**src/hw/plc_pkg.sv**
```systemverilog
package plc_pkg;
	// register map, byte wide registers on a 10-bit address
	localparam logic [9:0] PLC_ADDR_LOCK_CAL = 10'h018;
	localparam logic [9:0] PLC_ADDR_SYNC_CTRL = 10'h019;
	localparam logic [9:0] PLC_ADDR_STATUS = 10'h01f;
	localparam logic [9:0] PLC_ADDR_TRANSFER = 10'h232;
	// field positions in the lock and calibration control register
	localparam int PLC_CAL_START_BIT = 0;
	localparam int PLC_CAL_DIV_LSB = 1;
	localparam int PLC_LD_DISABLE_BIT = 3;
	localparam int PLC_WIN_RANGE_BIT = 4;
	localparam int PLC_LOCK_CNT_LSB = 5;
	// field positions in the sync control and transfer registers
	localparam int PLC_SYNC_MODE_LSB = 6;
	localparam int PLC_TRANSFER_BIT = 0;
	// values after reset
	localparam logic [7:0] PLC_LOCK_CAL_RST = 8'h00;
	localparam logic [7:0] PLC_SYNC_CTRL_RST = 8'h00;
	// high range window time, in picoseconds
	localparam int PLC_WINDOW_HIGH_PS = 3500;
	// consecutive phase detector cycles needed before lock is shown
	localparam logic [7:0] PLC_LOCK_CNT_0 = 8'h05;
	localparam logic [7:0] PLC_LOCK_CNT_1 = 8'h10;
	localparam logic [7:0] PLC_LOCK_CNT_2 = 8'h40;
	localparam logic [7:0] PLC_LOCK_CNT_3 = 8'hff;
	// calibration clock divide ratios for the two documented encodings
	localparam logic [3:0] PLC_CAL_DIV_00 = 4'h2;
	localparam logic [3:0] PLC_CAL_DIV_10 = 4'h8;

	typedef enum logic [1:0] {
		PLC_SYNC_NONE,
		PLC_SYNC_ASYNC,
		PLC_SYNC_SYNC,
		PLC_SYNC_IGNORE
	} plc_sync_mode_t;

	// one host register access
	typedef struct packed {
		logic wr;
		logic [9:0] addr;
		logic [7:0] wdata;
	} plc_reg_req_t;

	// phase detector comparison results from the analog edge comparators
	typedef struct packed {
		logic cycle;
		logic in_window;
		logic past_unlock;
	} plc_pfd_t;
endpackage

```
**src/hw/plc_top.sv**
```systemverilog
`timescale 1ns/10ps
module plc_top import plc_pkg::*; #(
	parameter logic [3:0] CAL_DIV_01 = 4'h0,
	parameter logic [3:0] CAL_DIV_11 = 4'h0
) (
	input wire logic CLK_SYS,
	input wire logic RSTN,
	input wire plc_reg_req_t REG_REQ,
	input wire logic [9:0] REG_RADDR,
	output logic [7:0] REG_RDATA,
	input wire plc_pfd_t PHASE_FREQUENCY_DETECTOR,
	input wire logic SYNC,
	output logic WINDOW_LOW_RANGE,
	output logic WINDOW_FLAG,
	output logic DIGITAL_LOCK_INDICATOR,
	output logic CAL_CLK,
	output logic CAL_START,
	output logic CNT_RESET_ASYNC,
	output logic CNT_RESET_SYNC
);
	logic rst_meta_q;
	logic rst_n_q;
	logic [7:0] buf_lock_cal_q;
	logic [7:0] buf_sync_q;
	logic [7:0] act_lock_cal_q;
	logic [7:0] act_sync_q;
	logic transfer;
	logic cal_start_prev_q;
	logic cal_start_q;
	logic win_flag_q;
	logic [7:0] lock_cnt_q;
	logic [7:0] lock_need;
	logic dld_q;
	logic [3:0] cal_div;
	logic [2:0] cal_cnt_q;
	logic cal_clk_q;
	logic sync_rst_q;
	logic [7:0] rdata_q;
	logic ld_disable;
	plc_sync_mode_t sync_mode;

	// reset release through two flops; assertion stays asynchronous
	always_ff @(posedge CLK_SYS or negedge RSTN) begin
		if (!RSTN) begin
			rst_meta_q <= 1'b0;
			rst_n_q <= 1'b0;
		end else begin
			rst_meta_q <= 1'b1;
			rst_n_q <= rst_meta_q;
		end
	end

	// transfer bit is self clearing: only the write pulse acts
	assign transfer = REG_REQ.wr && (REG_REQ.addr == PLC_ADDR_TRANSFER)
		&& REG_REQ.wdata[PLC_TRANSFER_BIT];

	// host writes go to the buffered copies only
	always_ff @(posedge CLK_SYS or negedge rst_n_q) begin
		if (!rst_n_q) begin
			buf_lock_cal_q <= PLC_LOCK_CAL_RST;
			buf_sync_q <= PLC_SYNC_CTRL_RST;
		end else if (REG_REQ.wr) begin
			if (REG_REQ.addr == PLC_ADDR_LOCK_CAL) begin
				buf_lock_cal_q <= REG_REQ.wdata;
			end
			if (REG_REQ.addr == PLC_ADDR_SYNC_CTRL) begin
				buf_sync_q <= REG_REQ.wdata;
			end
		end
	end

	// whole buffered set copied at once so settings change together
	always_ff @(posedge CLK_SYS or negedge rst_n_q) begin
		if (!rst_n_q) begin
			act_lock_cal_q <= PLC_LOCK_CAL_RST;
			act_sync_q <= PLC_SYNC_CTRL_RST;
		end else if (transfer) begin
			act_lock_cal_q <= buf_lock_cal_q;
			act_sync_q <= buf_sync_q;
		end
	end

	assign ld_disable = act_lock_cal_q[PLC_LD_DISABLE_BIT];
	assign sync_mode = plc_sync_mode_t'(act_sync_q[PLC_SYNC_MODE_LSB +: 2]);

	// edge of the active bit, so a buffered-only change never starts one
	always_ff @(posedge CLK_SYS or negedge rst_n_q) begin
		if (!rst_n_q) begin
			cal_start_prev_q <= 1'b0;
			cal_start_q <= 1'b0;
		end else begin
			cal_start_prev_q <= act_lock_cal_q[PLC_CAL_START_BIT];
			cal_start_q <= act_lock_cal_q[PLC_CAL_START_BIT] && !cal_start_prev_q;
		end
	end

	// range select drives the analog window comparator, 0 is the high range
	always_comb begin
		WINDOW_LOW_RANGE = act_lock_cal_q[PLC_WIN_RANGE_BIT];
	end

	// hysteresis flag: set inside window, held until past unlock threshold
	always_ff @(posedge CLK_SYS or negedge rst_n_q) begin
		if (!rst_n_q) begin
			win_flag_q <= 1'b0;
		end else if (ld_disable) begin
			win_flag_q <= 1'b0;
		end else if (PHASE_FREQUENCY_DETECTOR.cycle) begin
			if (PHASE_FREQUENCY_DETECTOR.in_window) begin
				win_flag_q <= 1'b1;
			end else if (PHASE_FREQUENCY_DETECTOR.past_unlock) begin
				win_flag_q <= 1'b0;
			end
		end
	end

	// required consecutive cycle count
	always_comb begin
		unique case (act_lock_cal_q[PLC_LOCK_CNT_LSB +: 2])
			2'h0: lock_need = PLC_LOCK_CNT_0;
			2'h1: lock_need = PLC_LOCK_CNT_1;
			2'h2: lock_need = PLC_LOCK_CNT_2;
			2'h3: lock_need = PLC_LOCK_CNT_3;
		endcase
	end

	// count in-window cycles; any cycle outside restarts the run
	always_ff @(posedge CLK_SYS or negedge rst_n_q) begin
		if (!rst_n_q) begin
			lock_cnt_q <= 8'h00;
			dld_q <= 1'b0;
		end else if (ld_disable) begin
			lock_cnt_q <= 8'h00;
			dld_q <= 1'b0;
		end else if (PHASE_FREQUENCY_DETECTOR.cycle) begin
			if (PHASE_FREQUENCY_DETECTOR.in_window) begin
				if (lock_cnt_q != 8'hff) begin
					lock_cnt_q <= lock_cnt_q + 8'h01;
				end
				if (lock_cnt_q + 8'h01 >= lock_need) begin
					dld_q <= 1'b1;
				end
			end else begin
				lock_cnt_q <= 8'h00;
				if (!win_flag_q || PHASE_FREQUENCY_DETECTOR.past_unlock) begin
					dld_q <= 1'b0;
				end
			end
		end
	end

	// divide ratio; zero halts the clock for unconfirmed encodings
	always_comb begin
		unique case (act_lock_cal_q[PLC_CAL_DIV_LSB +: 2])
			2'h0: cal_div = PLC_CAL_DIV_00;
			2'h1: cal_div = CAL_DIV_01;
			2'h2: cal_div = PLC_CAL_DIV_10;
			2'h3: cal_div = CAL_DIV_11;
		endcase
	end

	// toggles every half period; odd ratios round the half period down
	always_ff @(posedge CLK_SYS or negedge rst_n_q) begin
		if (!rst_n_q) begin
			cal_cnt_q <= 3'h0;
			cal_clk_q <= 1'b0;
		end else if (cal_div < 4'h2) begin
			cal_cnt_q <= 3'h0;
			cal_clk_q <= 1'b0;
		end else if ({1'b0, cal_cnt_q} + 4'h1 >= {1'b0, cal_div[3:1]}) begin
			cal_cnt_q <= 3'h0;
			cal_clk_q <= !cal_clk_q;
		end else begin
			cal_cnt_q <= cal_cnt_q + 3'h1;
		end
	end

	// synchronous counter reset waits for the clock edge
	always_ff @(posedge CLK_SYS or negedge rst_n_q) begin
		if (!rst_n_q) begin
			sync_rst_q <= 1'b0;
		end else begin
			sync_rst_q <= SYNC && (sync_mode == PLC_SYNC_SYNC);
		end
	end

	// read back buffered values and live status; unmapped reads give zero
	always_ff @(posedge CLK_SYS or negedge rst_n_q) begin
		if (!rst_n_q) begin
			rdata_q <= 8'h00;
		end else begin
			unique case (REG_RADDR)
				PLC_ADDR_LOCK_CAL: rdata_q <= buf_lock_cal_q;
				PLC_ADDR_SYNC_CTRL: rdata_q <= buf_sync_q;
				PLC_ADDR_STATUS: rdata_q <= {6'h00, win_flag_q, dld_q};
				default: rdata_q <= 8'h00;
			endcase
		end
	end

	assign REG_RDATA = rdata_q;
	assign WINDOW_FLAG = win_flag_q;
	assign DIGITAL_LOCK_INDICATOR = dld_q;
	assign CAL_CLK = cal_clk_q;
	assign CAL_START = cal_start_q;
	// asynchronous reset must follow the pin without a clock, so it is gated, not registered
	assign CNT_RESET_ASYNC = SYNC && (sync_mode == PLC_SYNC_ASYNC);
	assign CNT_RESET_SYNC = sync_rst_q;
endmodule

```
**config.mk**
```make
export PLATFORM = sky130hd
export DESIGN_NAME = plc_top
export DESIGN_NICKNAME = d
export VERILOG_FILES = /design/src/hw/plc_pkg.sv /design/src/hw/plc_top.sv
export SDC_FILE = /design/constraint.sdc
export NUM_CORES = 1
export LEC_CHECK = 0
export BUFFER_PORTS_ARGS = -buffer_cell sky130_fd_sc_hd__buf_2
export CAP_MARGIN = 20
export CORE_ASPECT_RATIO = 0.7
export CORE_UTILIZATION = 59
export DETAILED_ROUTE_END_ITERATION = 8
export GPL_ROUTABILITY_DRIVEN = 0
export PLACE_DENSITY_LB_ADDON = 0.15
export SLEW_MARGIN = 40
export SYNTH_ARGS = -nofsm -noshare
export SYNTH_HDL_FRONTEND = slang
export SYNTH_SLANG_ARGS = --single-unit
export TNS_END_PERCENT = 100
```
**constraint.sdc**
```tcl
create_clock -name CLK_SYS -period 4.34 [get_ports CLK_SYS]
set_clock_uncertainty 0.05 [all_clocks]
set_input_delay 0.651 -clock CLK_SYS [delete_from_list [all_inputs] [get_ports CLK_SYS]]
set_output_delay 0.651 -clock CLK_SYS [all_outputs]
set_load 0.01 [all_outputs]
```
==> reports/metrics.cfg <==
[pwr]
irDropWorstVdd_mv = 0.179
p_per_area_nw_per_um2 = 310
leakagePower_nw = 1.60
p_total_w = 0.000959

[layout]
design_area_um2 = 3100
fillers = 319
drive_gt1_frac = 0.354
multiInputGateArea_um2 = 1310
fin_util = 0.716
area_delta_synth_final_pct = 16.4
antenna_cells = 0
layout_commonest_cell = dfrtp_1
layout_common_cells = dfrtp_1, buf_2, mux2_2
final_nets = 319
ff_latch_area_um2 = 1310

[floorplan]
rows = 20
die_h_um = 58.2
die_area_um2 = 4790
io_pins = 50
design.core.area_um2 = 4330
start_util = 0.615
die_x_um = 82.3

[logic_synthesis]
ys_seq_area_frac = 0.489
yosysTopAreaCellShare = 0.489
synthFlopType = dfrtp_1
synth_enable_flop_cells = 0
yosys-top-cells-area = dfrtp_1, mux2_2, ha_1
syn_area_um2 = 2660
synth_nets = 268
synth_area_leader_cell = dfrtp_1
syn_area_per_cell_um2 = 12.3
async_reset_ff_frac = 1.00
ys_warn_count = 0
yosys.cell_types.count = 49
syn_inst = 216
synth_seq_cells = 52

[worst_setup_path]
crit_path_max_incr_delay_ps = 560
critPathArrivalTime_ps = 2800
crit_chain = ha_1 > and3_1 > nand3_1 > xnor2_1 > ha_1 > nand4_1 > or4_1 > a221oi_1
critPathSlowestCell = or4_1
path_delay_family = simple AND/OR/NAND/NOR gates
rr_startpoint = lock_cnt_q[0]
cp-end-kind = register
startpoint_type = register
worstPathMaxFanout = 7
worstRegToRegCells = 8
cp_num_cells = 8
worstPathRequired_ps = 4500
path_buf_inv = 0
r2r_slack_ps = 1700
endpoint = DIGITAL_LOCK_INDICATOR
crit_type = reg2reg
startpoint = lock_cnt_q[0]
cp_common_cell = ha_1
rr_endpoint = DIGITAL_LOCK_INDICATOR

[global_routing]
grt_usage = 0.244
antenna_found_initial = 0
grt_pass1_wl_um = 8510
grt_pass1_vias = 1784
grt_max_degree = 51
gr-total-overflow = 0

[detailed_routing]
via_per_inst = 5.71
routedWlPerCell_um = 15.8
drt-initial-drc-count = 100
dr.pass1.iters = 4
wl_um = 5090
vias = 1845
drcViolationCount = 0
ant_nets = 0

[clocking]
cts_hold_buf = 0
cts_buffer_depth = 2
cts-root-buf = clkbuf_8
post_cts_buffers = 0
clock_sinks = 52
cts_resized = 0
clk_pin_slew_ps = 90
cts_made_buffers = 5
clkLatencyLatePin_ps = 310
cts_tree = built
htreeDepth = 2

[sta]
maxSlewHeadroom = 0.545
max_freq_ghz = 0.379
hold_violations = 0
setup_slack_ps = 1700
timing.final.crit_share = 0.607
fin_tns_setup_ps = 0
worst_pin_slew_ps = 677
rsz0062_at_grt = false
slew_violations = 0
setup_viol = 0
period_needed_ps = 2640

[placement]
post-dp-hpwl_um = 3740
io_buffers = 49
dp_slack_ps = 1750
place_area_um2 = 2950

[status]
status = finished, final reports clean

[min_path]
hold_class = in2async

[flow_run]
cap_viol_max_count = 0

## registers in the layout (all words and copies together), names as in the netlist
name and flops:
REG_RDATA 8, buf_lock_cal_q 8, buf_sync_q 8, lock_cnt_q 8, act_lock_cal_q 7, cal_cnt_q 3, act_sync_q 2, CAL_CLK 1
CAL_START 1, CNT_RESET_SYNC 1, DIGITAL_LOCK_INDICATOR 1, WINDOW_FLAG 1, cal_start_prev_q 1, rst_meta_q 1, rst_n_q 1
## cell usage after synthesis (all sizes together), types with 2 or more instances
library cell	instances
xor2	3
nand3	5
or4b	2
nand2	12
nor2	11
nand3b	2
o21ai	4
a211oi	4
inv	12
xnor2	4
a22o	6
ha	17
and3	3
mux2	27
and4	2
dfrtp	52
nand4	2
nor4	5
o32ai	3
or4	2
a222oi	2
a21oi	3
nor2b	2
nor3	4
nand2b	4
clkbuf	4
## routing by layer
layer,up-vias,GRT usage,share of wire
met2,60,0.353,0.42
met5,-,0,0
met1,879,0.369,0.52
li1,901,-,-
met4,0,0.0677,0.010
met3,5,0.0535,0.056
## final cells by class
| type | count | area share |
|---|---|---|
| Multi-Input combinational cell | 147 | 0.422 |
| Sequential cell | 52 | 0.421 |
| Timing Repair Buffer | 49 | 0.0792 |
| Clock buffer | 7 | 0.0311 |
| Tap cell | 55 | 0.0222 |
| Inverter | 12 | 0.0145 |
| Clock inverter | 1 | 0.00969 |
## power by group
group,switching (W),leakage [nW],internal [W]
combinational,0.0000396,0.828,0.0000389
sequential,0.0000216,0.710,0.000495
clock,0.000161,0.0645,0.000204
total,0.000222,1.60,0.000738
## through the flow
stage	instances	hold WS (ps)
detailed placement	315	289
global placement	315	284
global route	323	42.6
floorplan	216	281
CTS	323	47.7
finish	323	58.5
## cells by family (layout without fill, tap and decap cells)
logic type | count (synthesis) | count (layout) | share of synthesized area
simple gates | 61 | 61 | 0.156
flops | 52 | 52 | 0.489
compound gates | 33 | 33 | 0.0945
buf+inv | 17 | 69 | 0.0268
other cells | 1 | 1 | 0.00141
xor+xnor | 7 | 7 | 0.0230
fa+ha+maj | 17 | 17 | 0.0799
mux | 28 | 28 | 0.129
## how the worst min path moves through the flow
stage	from	to	slack [ps]	depth (start not counted)
2_1_floorplan	rst_meta_q	rst_n_q	280	0
3_3_place_gp	rst_meta_q	rst_n_q	280	0
3_5_place_dp	rst_meta_q	rst_n_q	290	0
4_1_cts	RSTN	rst_n_q	50	1
5_1_grt	RSTN	rst_n_q	40	1
6_report	RSTN	rst_n_q	60	1
Note: power is estimated with default switching activity, not from simulation.
